`config.mk`:
```
export PLATFORM = sky130hd
export DESIGN_NAME = tx_line_encoder
export DESIGN_NICKNAME = d
export VERILOG_FILES = /design/src/tx_line_pkg.sv /design/src/tx_line_encoder.sv
export SDC_FILE = /design/constraint.sdc
export NUM_CORES = 1
export LEC_CHECK = 0
export BUFFER_PORTS_ARGS = -buffer_cell sky130_fd_sc_hd__buf_4
export CAP_MARGIN = 15
export CORE_ASPECT_RATIO = 1.25
export CORE_MARGIN = 1
export CORE_UTILIZATION = 50
export CTS_BUF_LIST = sky130_fd_sc_hd__clkbuf_2 sky130_fd_sc_hd__clkbuf_4 sky130_fd_sc_hd__clkbuf_8
export DETAILED_ROUTE_END_ITERATION = 10
export GPL_TIMING_DRIVEN = 0
export PLACE_DENSITY = 0.72
export SLEW_MARGIN = 5
export SYNTH_ARGS = -nofsm -noshare
export SYNTH_HDL_FRONTEND = slang
export SYNTH_SLANG_ARGS = --single-unit
```
`constraint.sdc`:
```
create_clock -name clk_i -period 6.2 [get_ports clk_i]
set_input_delay 0.93 -clock clk_i [delete_from_list [all_inputs] [get_ports clk_i]]
set_output_delay 0.93 -clock clk_i [all_outputs]
set_load 0.1 [all_outputs]
```
`src/tx_line_pkg.sv`:
```
// Purpose: shared types and constants of the transmit line encoder
// Assumes: one 200 MHz system clock; framer pins arrive asynchronously
// Notes: control bits are plain ports, no register bus
// Behaviour
// (RULE_01) single-rail: NRZ on positive rail, negative grounded
// (RULE_02) pin high or bit 0 one selects single-rail
// (RULE_03) dual-rail: framer drives marks on matching rails
// (RULE_04) pin low or bit 0 zero selects dual-rail
// (RULE_05) framer clock runs at selected line rate
// (RULE_06) single-rail encodes B3ZS for DS3/STS-1, HDB3 for E3
// (RULE_07) three zeros become B0V or 00V
// (RULE_08) B3ZS keeps odd marks between violations
// (RULE_09) four zeros become 000V or B00V
// (RULE_10) HDB3 keeps odd marks between violations
// (RULE_11) dual-rail bypasses the zero-substitution encoder
// (RULE_12) dual-rail violations become alternating marks
// (RULE_13) encoder and receive decoder active only single-rail
// (RULE_14) build-out off when select high, on when low
// (RULE_15) E3 always keeps build-out disabled
// (RULE_16) host mode uses control bits, hardware mode pins
package tx_line_pkg;

  typedef enum logic [1:0] {
    LINE_E3 = 2'h0,
    LINE_DS3 = 2'h1,
    LINE_STS1 = 2'h3
  } line_mode_t;

  typedef struct packed {
    logic pos;
    logic neg;
  } rail_pair_t;

  localparam int unsigned SYNC_STAGES = 2;
  localparam int unsigned FIFO_DEPTH = 8;
  localparam int unsigned PIPE_DEPTH = 4;
  localparam logic [2:0] B3ZS_RUN = 3'h3;
  localparam logic [2:0] HDB3_RUN = 3'h4;
  localparam rail_pair_t SYM_SPACE = 2'h0;
  localparam logic [1:0] SYNC_RST = 2'h0;
  localparam logic POL_RST = 1'h0;

endpackage : tx_line_pkg

```
`src/tx_line_encoder.sv`:
```
// Purpose: framer rail capture, B3ZS/HDB3 zero substitution, build-out select
// Assumes: framer clock well below half of clk_i, so edges are seen on samples
// Notes: fixed latency of four symbols through the substitution window
`timescale 1ns/1ps

// plain synchronous FIFO; the encoder drains it when the output register is empty or the line takes data
module rail_fifo #(
  parameter int unsigned WIDTH = 2,
  parameter int unsigned DEPTH = 8
) (
  input wire logic clk_i,
  input wire logic sys_rst_i,
  input wire logic [WIDTH-1:0] in_data_i,
  input wire logic in_valid_i,
  output logic in_ready_o,
  output logic [WIDTH-1:0] out_data_o,
  output logic out_valid_o,
  input wire logic out_ready_i
);
  localparam int unsigned AW = $clog2(DEPTH);
  logic [WIDTH-1:0] mem_q [DEPTH];
  logic [AW:0] wr_q;
  logic [AW:0] rd_q;
  wire push = in_valid_i & in_ready_o;
  wire pop = out_valid_o & out_ready_i;

  // extra pointer bit tells full from empty
  assign out_valid_o = (wr_q != rd_q);
  assign in_ready_o = ~((wr_q[AW] != rd_q[AW]) && (wr_q[AW-1:0] == rd_q[AW-1:0]));
  assign out_data_o = mem_q[rd_q[AW-1:0]];

  always_ff @(posedge clk_i)
  begin
    if (push)
    begin
      mem_q[wr_q[AW-1:0]] <= in_data_i;
    end
  end

  always_ff @(posedge clk_i)
  begin
    if (sys_rst_i)
    begin
      wr_q <= '0;
      rd_q <= '0;
    end
    else
    begin
      wr_q <= wr_q + (AW+1)'(push);
      rd_q <= rd_q + (AW+1)'(pop);
    end
  end
endmodule : rail_fifo

module tx_line_encoder (
  input wire logic clk_i,
  input wire logic sys_rst_i,
  input wire logic tx_line_clock_i,
  input wire logic pos_rail_tx_in_i,
  input wire logic neg_rail_tx_in_i,
  input wire logic rail_format_select_i,
  input wire logic build_out_select_i,
  input wire logic host_mode_i,
  input wire logic ctrl_rail_format_i,
  input wire logic ctrl_build_out_i,
  input wire tx_line_pkg::line_mode_t line_mode_i,
  output logic sample_ready_o,
  output logic sample_overrun_o,
  output tx_line_pkg::rail_pair_t line_sym_o,
  output logic line_valid_o,
  input wire logic line_ready_i,
  output logic single_rail_o,
  output logic decoder_enable_o,
  output logic build_out_en_o
);
  import tx_line_pkg::*;

  // pulse pattern for a mark of the given polarity
  function automatic rail_pair_t pol_sym(input logic pol);
    pol_sym = pol ? 2'h2 : 2'h1;
  endfunction : pol_sym

  // two-stage synchronisers; stage 0 feeds only stage 1
  logic [4:0] sync0_q;
  logic [4:0] sync1_q;
  logic clk_seen_q;
  always_ff @(posedge clk_i)
  begin
    if (sys_rst_i)
    begin
      sync0_q <= '0;
      sync1_q <= '0;
      clk_seen_q <= 1'h0;
    end
    else
    begin
      sync0_q <= {build_out_select_i, rail_format_select_i, neg_rail_tx_in_i,
                  pos_rail_tx_in_i, tx_line_clock_i};
      sync1_q <= sync0_q;
      clk_seen_q <= sync1_q[0];
    end
  end

  // data is taken on the framer clock falling edge
  wire fall_edge = clk_seen_q & ~sync1_q[0];
  wire rail_pair_t cap_sym = {sync1_q[1], sync1_q[2]};
  wire rail_pin_s = sync1_q[3];
  wire bo_pin_s = sync1_q[4];

  // configuration source selection
  wire single_d = host_mode_i ? ctrl_rail_format_i : rail_pin_s; // RULE_16 RULE_02 RULE_04
  wire bo_sel = host_mode_i ? ctrl_build_out_i : bo_pin_s; // RULE_16
  wire is_e3 = (line_mode_i == LINE_E3);
  wire bo_en_d = ~bo_sel & ~is_e3; // RULE_14 RULE_15
  wire [2:0] run_len = is_e3 ? HDB3_RUN : B3ZS_RUN; // RULE_06
  logic [2:0] cfg_q;
  wire [2:0] cfg_d = {single_d, line_mode_i};
  wire flush = (cfg_d != cfg_q);

  always_ff @(posedge clk_i)
  begin
    if (sys_rst_i)
    begin
      cfg_q <= '0;
      single_rail_o <= 1'h0;
      decoder_enable_o <= 1'h0;
      build_out_en_o <= 1'h0;
    end
    else
    begin
      cfg_q <= cfg_d;
      single_rail_o <= single_d;
      decoder_enable_o <= single_d; // RULE_13
      build_out_en_o <= bo_en_d;
    end
  end

  // elastic store between framer samples and line output
  rail_pair_t fifo_sym;
  logic fifo_valid;
  wire out_space = ~line_valid_o | line_ready_i;
  wire step = fifo_valid & out_space & ~flush;
  rail_fifo #(
    .WIDTH(2),
    .DEPTH(FIFO_DEPTH)
  ) u_fifo (
    .clk_i(clk_i),
    .sys_rst_i(sys_rst_i),
    .in_data_i(cap_sym),
    .in_valid_i(fall_edge),
    .in_ready_o(sample_ready_o),
    .out_data_o(fifo_sym),
    .out_valid_o(fifo_valid),
    .out_ready_i(step)
  );
  assign sample_overrun_o = fall_edge & ~sample_ready_o;

  // entry decision: marks alternate, zero runs get substituted
  logic pol_q;
  logic par_q;
  logic [2:0] zcnt_q;
  wire in_mark = single_rail_o ? fifo_sym.pos : (fifo_sym.pos | fifo_sym.neg); // RULE_01 RULE_12
  wire hit = single_rail_o & ~in_mark & (zcnt_q == run_len - 3'h1); // RULE_07 RULE_09 RULE_11
  wire use_b = hit & ~par_q; // RULE_08 RULE_10
  wire pol_d = (in_mark | use_b) ? ~pol_q : pol_q;
  wire rail_pair_t in_sym = (in_mark | hit) ? pol_sym(pol_d) : SYM_SPACE;

  always_ff @(posedge clk_i)
  begin
    if (sys_rst_i | flush)
    begin
      pol_q <= POL_RST;
      par_q <= 1'h0;
      zcnt_q <= '0;
    end
    else if (step)
    begin
      pol_q <= pol_d;
      par_q <= hit ? 1'h0 : (par_q ^ in_mark); // RULE_08 RULE_10
      zcnt_q <= (in_mark | hit) ? 3'h0 : zcnt_q + 3'h1;
    end
  end

  // substitution window; the B of B0V/B00V lands on the oldest zero
  rail_pair_t sym_q [PIPE_DEPTH];
  logic [PIPE_DEPTH-1:0] vld_q;
  always_ff @(posedge clk_i)
  begin
    if (sys_rst_i | flush)
    begin
      vld_q <= '0;
      sym_q[0] <= SYM_SPACE;
    end
    else if (step)
    begin
      vld_q <= {vld_q[PIPE_DEPTH-2:0], 1'h1};
      sym_q[0] <= in_sym;
    end
  end

  for (genvar i = 1; i < PIPE_DEPTH; i++)
  begin : g_slot
    always_ff @(posedge clk_i)
    begin
      if (sys_rst_i | flush)
      begin
        sym_q[i] <= SYM_SPACE;
      end
      else if (step)
      begin
        sym_q[i] <= (use_b && (3'(i) == run_len - 3'h1)) ? pol_sym(pol_d) : sym_q[i-1]; // RULE_07 RULE_09
      end
    end
  end

  // line output register; holds until the shaper takes it
  always_ff @(posedge clk_i)
  begin
    if (sys_rst_i)
    begin
      line_sym_o <= SYM_SPACE;
      line_valid_o <= 1'h0;
    end
    else if (step)
    begin
      line_sym_o <= sym_q[PIPE_DEPTH-1];
      line_valid_o <= vld_q[PIPE_DEPTH-1];
    end
    else if (line_ready_i)
    begin
      line_valid_o <= 1'h0;
    end
  end

  // helper state watching accepted line symbols
  wire fire = line_valid_o & line_ready_i;
  wire out_mark = line_sym_o.pos | line_sym_o.neg;
  logic chk_pol_q;
  logic chk_seen_q;
  logic chk_vseen_q;
  logic chk_par_q;
  logic [2:0] chk_zero_q;
  wire is_v = fire & out_mark & chk_seen_q & (line_sym_o.pos == chk_pol_q);
  always_ff @(posedge clk_i)
  begin
    if (sys_rst_i | flush)
    begin
      chk_pol_q <= 1'h0;
      chk_seen_q <= 1'h0;
      chk_vseen_q <= 1'h0;
      chk_par_q <= 1'h0;
      chk_zero_q <= '0;
    end
    else if (fire)
    begin
      chk_zero_q <= out_mark ? 3'h0 : chk_zero_q + 3'h1;
      if (out_mark)
      begin
        chk_pol_q <= line_sym_o.pos;
        chk_seen_q <= 1'h1;
        chk_vseen_q <= chk_vseen_q | is_v;
        chk_par_q <= is_v ? 1'h0 : ~chk_par_q;
      end
    end
  end

  property p_rail_sel;
    @(posedge clk_i) disable iff (sys_rst_i)
    !$past(sys_rst_i) |-> single_rail_o == $past(single_d);
  endproperty
  a_rail_sel: assert property (p_rail_sel) else $error("rail format not followed"); // RULE_02

  property p_dual_bypass;
    @(posedge clk_i) disable iff (sys_rst_i)
    (!host_mode_i && !rail_pin_s) ##1 1 |-> !single_rail_o && !decoder_enable_o;
  endproperty
  a_dual_bypass: assert property (p_dual_bypass) else $error("dual-rail pin ignored"); // RULE_04

  property p_host_bit;
    @(posedge clk_i) disable iff (sys_rst_i)
    (!sys_rst_i && host_mode_i && $stable(host_mode_i)) |=> single_rail_o == $past(ctrl_rail_format_i);
  endproperty
  a_host_bit: assert property (p_host_bit) else $error("host bit not used"); // RULE_16

  property p_build_out;
    @(posedge clk_i) disable iff (sys_rst_i)
    (!sys_rst_i && !is_e3) |=> build_out_en_o == !$past(bo_sel);
  endproperty
  a_build_out: assert property (p_build_out) else $error("build-out select wrong"); // RULE_14

  property p_e3_no_bo;
    @(posedge clk_i) disable iff (sys_rst_i)
    is_e3 |=> !build_out_en_o;
  endproperty
  a_e3_no_bo: assert property (p_e3_no_bo) else $error("build-out on in E3"); // RULE_15

  property p_b3zs_run;
    @(posedge clk_i) disable iff (sys_rst_i)
    (single_rail_o && !is_e3) |-> chk_zero_q < B3ZS_RUN;
  endproperty
  a_b3zs_run: assert property (p_b3zs_run) else $error("three zeros sent"); // RULE_07

  property p_hdb3_run;
    @(posedge clk_i) disable iff (sys_rst_i)
    (single_rail_o && is_e3) |-> chk_zero_q < HDB3_RUN;
  endproperty
  a_hdb3_run: assert property (p_hdb3_run) else $error("four zeros sent"); // RULE_09

  property p_b3zs_odd;
    @(posedge clk_i) disable iff (sys_rst_i)
    (is_v && chk_vseen_q && !is_e3) |-> chk_par_q;
  endproperty
  a_b3zs_odd: assert property (p_b3zs_odd) else $error("even marks between V"); // RULE_08

  property p_hdb3_odd;
    @(posedge clk_i) disable iff (sys_rst_i)
    (is_v && chk_vseen_q && is_e3) |-> chk_par_q;
  endproperty
  a_hdb3_odd: assert property (p_hdb3_odd) else $error("even marks between V"); // RULE_10

  property p_dual_ami;
    @(posedge clk_i) disable iff (sys_rst_i)
    (!single_rail_o && $stable(cfg_q)) |-> !is_v;
  endproperty
  a_dual_ami: assert property (p_dual_ami) else $error("violation in dual-rail"); // RULE_12

  property p_one_rail;
    @(posedge clk_i) disable iff (sys_rst_i)
    line_valid_o |-> !(line_sym_o.pos && line_sym_o.neg);
  endproperty
  a_one_rail: assert property (p_one_rail) else $error("both rails driven"); // RULE_11

  property p_dec_en;
    @(posedge clk_i) disable iff (sys_rst_i)
    decoder_enable_o == single_rail_o;
  endproperty
  a_dec_en: assert property (p_dec_en) else $error("decoder enable wrong"); // RULE_13

  property p_hold;
    @(posedge clk_i) disable iff (sys_rst_i)
    (!sys_rst_i && line_valid_o && !line_ready_i) |=> line_valid_o && $stable(line_sym_o);
  endproperty
  a_hold: assert property (p_hold) else $error("symbol dropped"); // RULE_06

endmodule : tx_line_encoder

```
After elaboration in Yosys (flattened, before gate mapping)
Memories as Yosys holds them, arrays and structs flattened. A register that Yosys moved wholly into a read port is not among the register bits.
Index checks and enable logic that the tools add are counted.
{ "totals": {"ff_bits": 34, "wordCells": 88, "memories": 2, "output_inout_bits": 8, "ram_bits": 24, "in_bits": 13} }
{ "op_classes": {"eq_ne": 8, "reduce_logical": 6, "mux": 26, "n_bitwise": 29, "add_sub_neg": 4} }
{ "mem_list": {"columns": ["memory", "words", "word_bits", "rd", "rd_ports_with_merged_regs", "wr", "line", "text"], "rows": [
  ["u_fifo.mem_q", 8, 2, 1, 1, 1, "tx_line_encoder.sv:21", "logic [WIDTH-1:0] mem_q [DEPTH];"],
  ["sym_q", 4, 2, 4, 1, 4, "tx_line_encoder.sv:185", "rail_pair_t sym_q [PIPE_DEPTH];"]
]} }
{ "op_table": {"columns": ["operator", "count"], "rows": [
  ["$mux W2", 9],
  ["$mux W1", 14],
  ["$and A1 B1 Y1", 10],
  ["$mux W3", 3],
  ["$not A1 Y1", 9],
  ["$or A1 B1 Y1", 9],
  ["$add A4 B1 Y4", 2],
  ["$eq A2 B3 Y1 const A", 2],
  ["$eq A3 B3 Y1", 2],
  ["$logic_and A1 B1 Y1", 4],
  ["$ne A4 B4 Y1", 1],
  ["$add A3 B1 Y3 const B", 1],
  ["$eq A1 B3 Y1 const A", 1],
  ["$ne A3 B3 Y1", 1],
  ["$sub A3 B1 Y3 const B", 1],
  ["$logic_not A2 Y1", 1],
  ["$reduce_bool A2 Y1", 1],
  ["$ne A1 B1 Y1", 1],
  ["$xor A1 B1 Y1", 1]
]} }

Logic depth before layout (Yosys ltp)
Gate-level depths: netlist of the first run.
{ "depth": {"word_depth": 11, "depth_mapped": 8, "depth_no_buf": 7} }

Cells and area by module
A second synthesis of the first run with hierarchy kept.
{ "unflattened": {"cells_unflattened": 208, "hier_area_um2": 2462.4} }
{ "by_module_without_submodules": {"columns": ["mod", "cells_each", "seq_area_each_um2", "instances", "area_each_um2"], "rows": [
  ["tx_line_encoder", 136, 780.7, 1, 1385.1],
  ["rail_fifo", 72, 640.6, 1, 1077.3]
]} }

Least setup slack after synthesis of the first run
No wires, ideal clock.
{ "synth_timing": {"path_type": "register to output", "start": "register u_fifo.wr_q[2]", "end": "output sample_overrun_o", "required_ns": 5.270, "path_stages_with_launch": 6, "setup_slack_ns": 2.306, "arrival_ns": 2.964, "n_path_buf": 1, "cell_sequence": "dfxtp_1 -> clkbuf_1 -> xor2_1 -> nor3_1 -> nand2_1 -> nor2_1"} }
{ "synth_between": {"elab_chain_len": 3} }
{ "synth_lines": {"columns": ["item", "line", "text"], "rows": [
  ["start, declared", "tx_line_encoder.sv:22", "logic [AW:0] wr_q;"],
  ["start signal, assigned", "tx_line_encoder.sv:49", "wr_q <= wr_q + (AW+1)'(push);"],
  ["$eq A3 B3 Y1", "tx_line_encoder.sv:29", "assign in_ready_o = ~((wr_q[AW] != rd_q[AW]) && (wr_q[AW-1:0] == rd_q[AW-1:0]));"],
  ["$logic_and A1 B1 Y1", "tx_line_encoder.sv:29", null],
  ["$and A1 B1 Y1", "tx_line_encoder.sv:156", "assign sample_overrun_o = fall_edge & ~sample_ready_o;"],
  ["end, declared", "tx_line_encoder.sv:68", "output logic sample_overrun_o,"]
]} }
Every way passes these cells.

Worst setup path after layout of the first run
Same ends and word-level chain as after synthesis.

==> results of run 1 <==
-- area by class of cell --
class                   count  area [um2]  share of cell area
plain buffers               7        38.8              0.0134
multi-input cells         133         997               0.345
repair buffers             19         143              0.0494
well taps                  60        75.1              0.0260
clock inverters             3        17.5             0.00607
flip-flops and latches     59        1420               0.492
clock buffers              13         179              0.0620
inverters                   4        15.0             0.00520
-- sequential cells by signal (all words and copies together), names as in the netlist --
| register | flops |
|---|---|
| u_fifo.rd_q | 4 |
| sync1_q | 5 |
| sym_q | 8 |
| line_sym_o | 2 |
| par_q | 1 |
| cfg_q | 2 |
| pol_q | 1 |
| decoder_enable_o | 1 |
| sync0_q | 5 |
| line_valid_o | 1 |
| zcnt_q | 3 |
| u_fifo.wr_q | 4 |
| vld_q | 4 |
| build_out_en_o | 1 |
| u_fifo.mem_q | 16 |
| clk_seen_q | 1 |
-- metal layers --
layer | up-vias | share of wire | routed length, um | global-route usage
li1 | 787 | - | - | -
met1 | 744 | 0.44 | 1840 | 0.214
met2 | 32 | 0.49 | 2050 | 0.294
met3 | 13 | 0.036 | 152 | 0.0568
met4 | 0 | 0.032 | 134 | 0.140
met5 | - | 0 | 0 | 0
-- cell usage after synthesis, types with 2 or more instances --
master	n
dfxtp_1	35
edfxtp_1	24
nor2_1	24
nor2b_1	19
xor2_1	9
nand2_1	7
mux2i_1	6
nor3_1	6
a21oi_1	5
ha_1	5
nand2b_1	5
inv_1	4
nand3_1	4
a22o_1	3
clkbuf_1	3
xnor2_1	3
a2111oi_0	2
and2_1	2
mux2i_4	2
mux4_2	2
nand3b_1	2
nand4_1	2
-- metrics by stage --
stage                     utilization  instance area (um2)  hold slack, ps  setup slack (ps)  cells
after floorplan                     -                 2470             414              2310    203
final                           0.610                 2890             440              3420    298
after global routing            0.610                 2890             465              3260    298
after detailed placement        0.569                 2690             431              3270    282
after global placement          0.569                 2690             418              3300    282
after CTS                       0.610                 2890             447              3380    298
-- power groups by stage --
stage	Combinational (mW)	Clock, mW	Sequential (mW)
2_1_floorplan	0.0248	0	0.429
3_3_place_gp	0.0436	0	0.424
3_5_place_dp	0.0439	0	0.424
4_1_cts	0.0441	0.344	0.415
5_1_grt	0.0474	0.358	0.416
6_report	0.0437	0.332	0.415
-- worst paths after layout --
check                               startpoint               end  slack (ps)  cells after the start
worst max-delay path            u_fifo.wr_q[2]  sample_overrun_o        3420                      6
worst max register to register  u_fifo.rd_q[1]    u_fifo.rd_q[1]        3920                      6
worst min register to register      sync0_q[4]        sync1_q[4]         440                      1
worst min-delay path                sync0_q[4]        sync1_q[4]         440                      1
-- layout by cell type (no fill, tap or decap), types with 6 or more instances in the layout --
| cell type | synthesis | layout |
|---|---|---|
| dfxtp_1 | 35 | 35 |
| nor2_1 | 24 | 24 |
| edfxtp_1 | 24 | 24 |
| buf_4 | 1 | 20 |
| nor2b_1 | 19 | 19 |
| clkbuf_8 | 0 | 13 |
| xor2_1 | 9 | 9 |
| nand2_1 | 7 | 7 |
| nor3_1 | 6 | 6 |
| mux2i_1 | 6 | 6 |
-- logic make-up (layout without fill, tap and decap cells) --
logic type / Yosys count / after routing
AOI/OAI and AO/OA: 20 / 20
xor gates and xnor gates: 12 / 12
adders and majority gates: 5 / 5
buffers and inverters: 11 / 46
DFF: 59 / 59
muxes: 12 / 12
and+or+nand+nor: 84 / 84
==> run metrics, run 1 <==
FMAX 359 MHz; Port Buffers 19; Slew Limit Fails 0; hold_buf cts 0; root buffer cell clkbuf_8; synthesized area 0.00247 mm2; Leak 1.11 nW; sw power 0.175 mW; Post-DP HPWL 2.93 mm; RSZ-0062 raised after global routing no; 1st-iter DRT viols 90; final period utilization 0.449; Yosys top cell area share 0.291; Crit path required time 5270 ps; max cap viols 0; synth top area cells edfxtp_1 (29%), dfxtp_1 (28%), nor2b_1 (4.8%), nor2_1 (3.6%), xor2_1 (3.2%); CTS tree yes; Top delay family on crit path buffers and inverters; slowest CP cell clkbuf_1; syn avg cell area 12.2 um2; first-pass GRT wire length 6.91 mm; Antenna diodes 0; Bufs on Longest Clock Path 2; full die area 0.00523 mm2; Synth Area in Adders 0.0253; share of layout cells above drive strength 1 0.214; mux share of post-synthesis cell area 0.0759; routability cong. 0.833; Seq pwr share 0.525; clock latency on the worst-skew pair 330 ps; largest area contributor in the netlist edfxtp_1; area grow syn2layout 16.8%; GRT overflow 0; kind of critical path reg2out; drt drc 0; slew of the pin with the lowest slew margin 733 ps; clock power share 0.420; skew final 6.19 ps; Synth Register Bits 59; VDD IR max 168 uV; # resized after CTS 0; Mapped Cells 203; Yosys warning total 0; Worst-path clk slew 70 ps; crit start category register; Hold WC Path Type reg2reg; H-tree levels 3; vias 1,576; setup tns final 0 ps; Sw Ratio 0.221; Routed Antenna Nets 0; Inserted Clock Buffers 9; Critical Path Fanout Max 8; Net Count, Synth 221; distinct cell type count after synthesis 51; All-Layer GR Usage 0.188; Boundary Pins 21; Internal Power 0.616 mW; area share of and/or/nand/nor cells after synthesis 0.197; worst rel slew slack 0.510; Bufs and invs on worst path 2; CP endpoint kind output pin; status finished clean; sequential-to-total area share from yosys stat 0.575; die extent in x 64.9 um; Final #Nets 251; final setup fails 0; vias per cell 5.29; core footprint 0.00473 mm2; Pwr per Cell Area 274 mW/mm2; antenna violations before repair 0; compound-gate portion of the synthesized area 0.0622; Post-synth EDFFs 24; initial core utilization 0.523; total power 0.791 mW; number of global-route vias before repair 1,462; worst-path cell chain clkbuf_1 > xor2_1 > nor3_1 > nand2_1 > nor2_1 > buf_4; pin count of the biggest net entering global routing 11; XOR/XNOR Fraction of Synth Area 0.0425; num rows 28; async set-reset flop share out of synthesis 0; routed wire length 4.18 mm; post-layout min period 2780 ps; post-CTS setup buffers 0; CP peak stage delay 330 ps; final hold violation count 0; drt pass-1 iters 4; CTS sink cnt 59; Vert. Die Dim 80.6 um; Primary FF master, synth dfxtp_1; CP Data Arrival Time 1850 ps; wire per inst 14.0 um; largest family of logic cells by synthesized area simple AND/OR/NAND/NOR gates; Comb pwr share 0.055; fillers 414
(Power assumes the default switching activity.)
==> run 2: changes to the inputs <==
--- a/config.mk
+++ b/config.mk
@@ -5,6 +5,7 @@
 export SDC_FILE = /design/constraint.sdc
 export NUM_CORES = 1
 export LEC_CHECK = 0
+export ABC_AREA = 1
 export BUFFER_PORTS_ARGS = -buffer_cell sky130_fd_sc_hd__buf_4
 export CAP_MARGIN = 15
 export CORE_ASPECT_RATIO = 1.25
@@ -13,7 +14,7 @@
 export CTS_BUF_LIST = sky130_fd_sc_hd__clkbuf_2 sky130_fd_sc_hd__clkbuf_4 sky130_fd_sc_hd__clkbuf_8
 export DETAILED_ROUTE_END_ITERATION = 10
 export GPL_TIMING_DRIVEN = 0
-export PLACE_DENSITY = 0.72
+export PLACE_DENSITY = 0.71
 export SLEW_MARGIN = 5
 export SYNTH_ARGS = -nofsm -noshare
 export SYNTH_HDL_FRONTEND = slang
==> constraint.sdc (replaced) <==
create_clock -name clk_i -period 2.8 [get_ports clk_i]
set_input_delay 0.42 -clock clk_i [delete_from_list [all_inputs] [get_ports clk_i]]
set_output_delay 0.42 -clock clk_i [all_outputs]
set_load 0.1 [all_outputs]
==> run 2 against run 1 <==
  * Worst setup slack got worse by 2800 ps
  * Core utilization fell by 0.53 points
  * Clock skew shrank 1.5 ps
  * Cell area up 5.7%
  * Combinational power up 150%
  * Worst hold slack worse by 150 ps
  * Critical endpoint unchanged
  * Highest routed layer unchanged
==> run metrics, run 2 <==
placed insts 382 (was 282); setup slack at placement 908 ps (was 3270 ps); R2R Setup Slk 910 ps (was 3920 ps); Mapped Cells 301 (was 203); synthesized area 0.00262 mm2 (was 0.00247 mm2); Comb pwr share 0.062 (was 0.055); worst rel slew slack 0.589 (was 0.510); status finished clean (unchanged); vias per cell 4.70 (was 5.29); Seq pwr share 0.520 (was 0.525); CP endpoint kind output pin (unchanged); Final #Nets 349 (was 251); kind of critical path reg2out (unchanged); Yosys warning total 0 (unchanged); post-route worst setup slack 653 ps (was 3420 ps); routability cong. 0.775 (was 0.833); hold_buf cts 0 (unchanged); Pwr per Cell Area 580 mW/mm2 (was 274 mW/mm2); max cap viols 0 (unchanged); Slew Limit Fails 0 (unchanged); pin count of the biggest net entering global routing 13 (was 11); FMAX 466 MHz; sequential-to-total area share from yosys stat 0.543 (was 0.575); count leader, synth inv_1 (was dfxtp_1); RSZ-0062 raised after global routing no (unchanged); first-pass GRT wire length 7.71 mm (was 6.91 mm); share of layout cells above drive strength 1 0.199 (was 0.214); drt pass-1 iters 4 (unchanged); Synth Register Bits 59 (unchanged); CP Data Arrival Time 1730 ps (was 1850 ps); antenna violations before repair 0 (unchanged); vias 1,871 (was 1,576); Port Buffers 19 (unchanged); # resized after CTS 0 (unchanged); Critical Path Fanout Max 10 (was 8); GRT overflow 0 (unchanged); Net Count, Synth 319 (was 221); Worst-path clk slew 60 ps (was 70 ps); syn avg cell area 8.70 um2 (was 12.2 um2); Reg2Reg Depth 10 (was 6); number of global-route vias before repair 1,795 (was 1,462); Post-DP HPWL 3.27 mm (was 2.93 mm); top cells by count, synth inv_1 (55), nand2_1 (53), nor2_1 (44) (was dfxtp_1 (35), edfxtp_1 (24), nor2_1 (24)); routed wire length 4.46 mm (was 4.18 mm); Worst Setup EP sample_overrun_o (unchanged); crit start category register (unchanged); CTS sink cnt 59 (unchanged); Setup crit start u_fifo.rd_q[0] (was u_fifo.wr_q[2]); DP Area 0.00285 mm2 (was 0.00269 mm2); H-tree levels 3 (unchanged); All-Layer GR Usage 0.189 (was 0.188); max reg flops 16 (unchanged); sw power 0.388 mW (was 0.175 mW); initial core utilization 0.519 (was 0.523); area grow syn2layout 16.6% (was 16.8%); Post-synth EDFFs 24 (unchanged); Inserted Clock Buffers 9 (unchanged); 1st-iter DRT viols 49 (was 90); leading cell types in the layout, fill and taps excluded inv_1 (55), nand2_1 (53), nor2_1 (43) (was dfxtp_1 (35), nor2_1 (24), edfxtp_1 (24)); Yosys top cell area share 0.275 (was 0.291); final hold violation count 0 (unchanged); num rows 29 (was 28); Final Cell Area 0.00305 mm2 (was 0.00289 mm2); root buffer cell clkbuf_8 (unchanged); Antenna diodes 0 (unchanged); slew of the pin with the lowest slew margin 616 ps (was 733 ps); Boundary Pins 21 (unchanged); distinct cell type count after synthesis 32 (was 51); skew final 4.72 ps (was 6.19 ps); synth top area cells edfxtp_1 (28%), dfxtp_1 (27%), inv_1 (7.9%), nand2_1 (7.6%), nor2_1 (6.3%) (was edfxtp_1 (29%), dfxtp_1 (28%), nor2b_1 (4.8%), nor2_1 (3.6%), xor2_1 (3.2%)); total power 1.77 mW (was 0.791 mW); clock latency on the worst-skew pair 330 ps (about the same); Routed Antenna Nets 0 (unchanged); wire per inst 11.2 um (was 14.0 um); die extent in x 66.7 um (was 64.9 um); post-layout min period 2150 ps; Vert. Die Dim 82.9 um (was 80.6 um); Bufs on Longest Clock Path 2 (unchanged); drt drc 0 (unchanged); final period utilization 0.767; Sw Ratio 0.219 (was 0.221); VDD IR max 428 uV (was 168 uV); Internal Power 1.38 mW (was 0.616 mW); Reg-to-Reg Start u_fifo.rd_q[0] (was u_fifo.rd_q[1]); core footprint 0.00504 mm2 (was 0.00473 mm2); CTS tree yes (unchanged); final non-filler cell total 398 (was 298); async set-reset flop share out of synthesis 0 (unchanged); most common cell after layout, fill and taps aside inv_1 (was dfxtp_1); Hold WC Path Type in2reg (was reg2reg); Leak 1.36 nW (was 1.11 nW); clock power share 0.419 (was 0.420); final setup fails 0 (unchanged); full die area 0.00553 mm2 (was 0.00523 mm2); post-CTS setup buffers 0 (unchanged); largest area contributor in the netlist edfxtp_1 (unchanged); Crit path required time 2380 ps (was 5270 ps); FF-to-FF End u_fifo.wr_q[2] (was u_fifo.rd_q[1]); Primary FF master, synth dfxtp_1 (unchanged)
-- run 2: changes by cell type in the layout (fill, tap and decap cells not counted), moves of 7 or more --
cell / change
nand2_2: +7
nand3_1: +23
nor2_1: +19
nor2b_1: -19
nand2_1: +46
inv_1: +51
-- run 2: worst max-delay path: stages, from the launching register on --
cell and delay (ps):
dfxtp_1 320, buf_6 150, xor2_2 170, nor2_2 120, nand3b_1 200, nor2_4 150, buf_4 290
-- run 2: kinds of logic after synthesis --
| logic type | count (synthesis) | share of synthesized area |
|---|---|---|
| xor gates and xnor gates | 8 | 0.0296 |
| buffers and inverters | 69 | 0.109 |
| and+or+nand+nor | 143 | 0.255 |
| AOI/OAI and AO/OA | 17 | 0.0402 |
| adders and majority gates | 5 | 0.0239 |
| DFF | 59 | 0.543 |
-- run 2: layout make-up --
| cell class | instances | area, um2 |
|---|---|---|
| fill | 438 | 1990 |
| tap | 62 | 77.6 |
| timing repair buffer | 19 | 143 |
| clock buffer | 15 | 194 |
| inverter | 61 | 234 |
| multi-input combinational | 173 | 920 |
| sequential | 59 | 1420 |
| clock inverter | 1 | 5.00 |
| buffer | 8 | 56.3 |
-- run 2: power groups by stage --
stage               clock, mW  sequential (mW)  combinational, mW
floorplan                   0            0.953             0.0629
global placement            0            0.939              0.109
detailed placement          0            0.939              0.111
CTS                     0.756            0.920              0.111
global route            0.792            0.922              0.122
finish                  0.741            0.920              0.109
-- run 2: worst min path at each step --
stage | end | from | slack [ps] | depth (start not counted)
after floorplan | sync1_q[0] | sync0_q[0] | 390 | 2
after global placement | sync1_q[3] | sync0_q[3] | 390 | 2
after detailed placement | sync1_q[1] | sync0_q[1] | 390 | 2
after CTS | sync0_q[1] | pos_rail_tx_in_i | 280 | 3
after global routing | sync0_q[3] | rail_format_select_i | 290 | 3
final | sync0_q[1] | pos_rail_tx_in_i | 290 | 3
-- run 2: per-stage QoR --
| step | util | setup TNS, ps | hold slack, ps |
|---|---|---|---|
| after floorplan | - | -11.5 | 388 |
| after global placement | 0.566 | 0 | 393 |
| after detailed placement | 0.566 | 0 | 395 |
| after CTS | 0.605 | 0 | 278 |
| after global routing | 0.605 | 0 | 287 |
| final | 0.605 | 0 | 291 |
-- run 2: layer usage --
metal  routed length (um)  part of all wire  vias to the layer above  track usage
met3                  131             0.029                        8       0.0481
met4                   85             0.019                        0       0.0967
met2                 2150              0.48                       31        0.301
li1                     -                 -                      985            -
met5                    0                 0                        -            0
met1                 2090              0.47                      847        0.230
==> run 3: changes to the inputs <==
--- a/config.mk
+++ b/config.mk
@@ -5,7 +5,7 @@
 export SDC_FILE = /design/constraint.sdc
 export NUM_CORES = 1
 export LEC_CHECK = 0
-export ABC_AREA = 1
+export ABC_AREA = 0
 export BUFFER_PORTS_ARGS = -buffer_cell sky130_fd_sc_hd__buf_4
 export CAP_MARGIN = 15
 export CORE_ASPECT_RATIO = 1.25
@@ -14,7 +14,7 @@
 export CTS_BUF_LIST = sky130_fd_sc_hd__clkbuf_2 sky130_fd_sc_hd__clkbuf_4 sky130_fd_sc_hd__clkbuf_8
 export DETAILED_ROUTE_END_ITERATION = 10
 export GPL_TIMING_DRIVEN = 0
-export PLACE_DENSITY = 0.71
+export PLACE_DENSITY = 0.72
 export SLEW_MARGIN = 5
 export SYNTH_ARGS = -nofsm -noshare
 export SYNTH_HDL_FRONTEND = slang
==> constraint.sdc (replaced) <==
create_clock -name clk_i -period 2.22 [get_ports clk_i]
set_input_delay 0.333 -clock clk_i [delete_from_list [all_inputs] [get_ports clk_i]]
set_output_delay 0.333 -clock clk_i [all_outputs]
set_load 0.1 [all_outputs]
==> run 3 against run 2 <==
  * Total power is 33% higher
  * Via count down 16%
  * Clock-buffer cell count down 4
  * Global-route usage shrank 0.47 points
  * Wire length is 7.1% lower
  * Final cell count fell by 24%
==> run metrics, run 3 (synthesized netlist as in run 1, its figures left out) <==
status finished clean (unchanged); drt pass-1 iters 4 (unchanged); Slew Limit Fails 0 (unchanged); VDD IR max 754 uV (was 428 uV); vias 1,568 (was 1,871); Hold WC Path Type in2reg (unchanged); FMAX 468 MHz; initial core utilization 0.523 (was 0.519); first-pass GRT wire length 6.80 mm (was 7.71 mm); Critical Path Fanout Max 7 (was 10); core footprint 0.00473 mm2 (was 0.00504 mm2); All-Layer GR Usage 0.184 (was 0.189); crit start category register (unchanged); total power 2.36 mW (was 1.77 mW); setup slack at placement -111 ps (was 908 ps); vias per cell 5.21 (was 4.70); Reg-to-Reg Start u_fifo.rd_q[0] (unchanged); CP endpoint kind register (was output pin); die extent in x 64.9 um (was 66.7 um); Crit path required time 2480 ps (was 2380 ps); 1st-iter DRT viols 71 (was 49); Setup crit start u_fifo.rd_q[0] (unchanged); worst rel slew slack 0.542 (was 0.589); wire per inst 13.8 um (was 11.2 um); max cap viols 0 (unchanged); drt drc 0 (unchanged); root buffer cell clkbuf_8 (unchanged); Antenna diodes 0 (unchanged); num rows 28 (was 29); CP Data Arrival Time 2390 ps (was 1730 ps); Final #Nets 254 (was 349); most common cell after layout, fill and taps aside dfxtp_1 (was inv_1); GRT overflow 0 (unchanged); kind of critical path reg2reg (was reg2out); pin count of the biggest net entering global routing 12 (was 13); antenna violations before repair 0 (unchanged); CTS sink cnt 59 (unchanged); share of layout cells above drive strength 1 0.270 (was 0.199); Routed Antenna Nets 0 (unchanged); Worst Min Path Start ctrl_build_out_i (was pos_rail_tx_in_i); Post-DP HPWL 2.94 mm (was 3.27 mm); clock latency on the worst-skew pair 330 ps (about the same); Worst-path clk slew 70 ps (was 60 ps); slew of the pin with the lowest slew margin 685 ps (was 616 ps); leading cell types in the layout, fill and taps excluded dfxtp_1 (31), buf_4 (24), edfxtp_1 (24) (was inv_1 (55), nand2_1 (53), nor2_1 (43)); Port Buffers 19 (unchanged); Pwr per Cell Area 789 mW/mm2 (was 580 mW/mm2); Vert. Die Dim 80.6 um (was 82.9 um); routability cong. 0.829 (was 0.775); Bufs on Longest Clock Path 2 (unchanged); Inserted Clock Buffers 9 (unchanged); Leak 1.16 nW (was 1.36 nW); CTS tree yes (unchanged); skew final 9.29 ps (was 4.72 ps); final period utilization 0.962; DP Area 0.00270 mm2 (was 0.00285 mm2); final setup fails 0 (unchanged); number of global-route vias before repair 1,468 (was 1,795); final hold violation count 0 (unchanged); max reg flops 16 (unchanged); H-tree levels 3 (unchanged); Boundary Pins 21 (unchanged); full die area 0.00523 mm2 (was 0.00553 mm2); area grow syn2layout 21.0% (was 16.6%); post-route worst setup slack 84.5 ps (was 653 ps); post-layout min period 2140 ps; routed wire length 4.15 mm (was 4.46 mm); Final Cell Area 0.00299 mm2 (was 0.00305 mm2)
[run 3: cell types whose count changed in the layout (fill, tap and decap cells not counted), moves of 4 or more]
cell,delta
inv_1,-51
nor2b_1,+18
inv_2,-4
xor2_1,+4
nand2_2,-6
nand2b_1,+5
mux2i_1,+6
nand3_1,-23
nand2_1,-47
nor3_1,+4
nor2_1,-20
[run 3: path summary, 6_finish.rpt]
path | to | slack (ps) | cells after the start
min reg2reg | sync1_q[4] | 430 | 1
max | zcnt_q[2] | 80 | 6
min | build_out_en_o | 190 | 2
max reg2reg | zcnt_q[2] | 80 | 6
[run 3: cell type report]
| type | instances | area, um2 |
|---|---|---|
| plain buffers | 6 | 35.0 |
| repair buffers | 23 | 173 |
| inverters | 4 | 15.0 |
| fillers | 398 | 1740 |
| clock inverters | 5 | 76.3 |
| multi-input cells | 133 | 1050 |
| well taps | 60 | 75.1 |
| clock buffers | 11 | 145 |
| flip-flops and latches | 59 | 1430 |
[run 3: per-layer routing]
metal	vias to the layer above	track usage	routed length [um]
met5	-	0	0
met4	0	0.131	136
met3	12	0.0597	164
met2	32	0.291	2050
met1	730	0.207	1800
li1	794	-	-
[run 3: per-stage QoR]
stage	utilization	hold WS, ps	setup TNS [ps]	std cells
floorplan	-	414	-21.4	203
global placement	0.571	418	-246	282
detailed placement	0.571	428	-601	282
CTS	0.622	176	-23.4	299
global route	0.633	177	-1.81	301
finish	0.633	193	0	301
[run 3: repair_timing]
action,CTS,global route
setup endpoints to repair,13,12
buffers inserted,2,2
hold buffers,0,0
gates cloned,0,0
pin swaps,1,1
gates resized for setup,2,8
[run 3: critical path, stage by stage, from the launching register on]
cell     delay [ps]
dfxtp_1         350
buf_6           150
mux4_2          540
mux2i_4         210
o41ai_4         140
or4b_1          520
a31oi_1         140
[run 3: where the power goes]
group          internal (mW)  total, mW  leakage (nW)  switching, mW
clock                  0.671       1.07         0.117          0.402
combinational         0.0507      0.127         0.511         0.0763
sequential              1.15       1.16         0.531         0.0118
total                   1.87       2.36          1.16          0.490
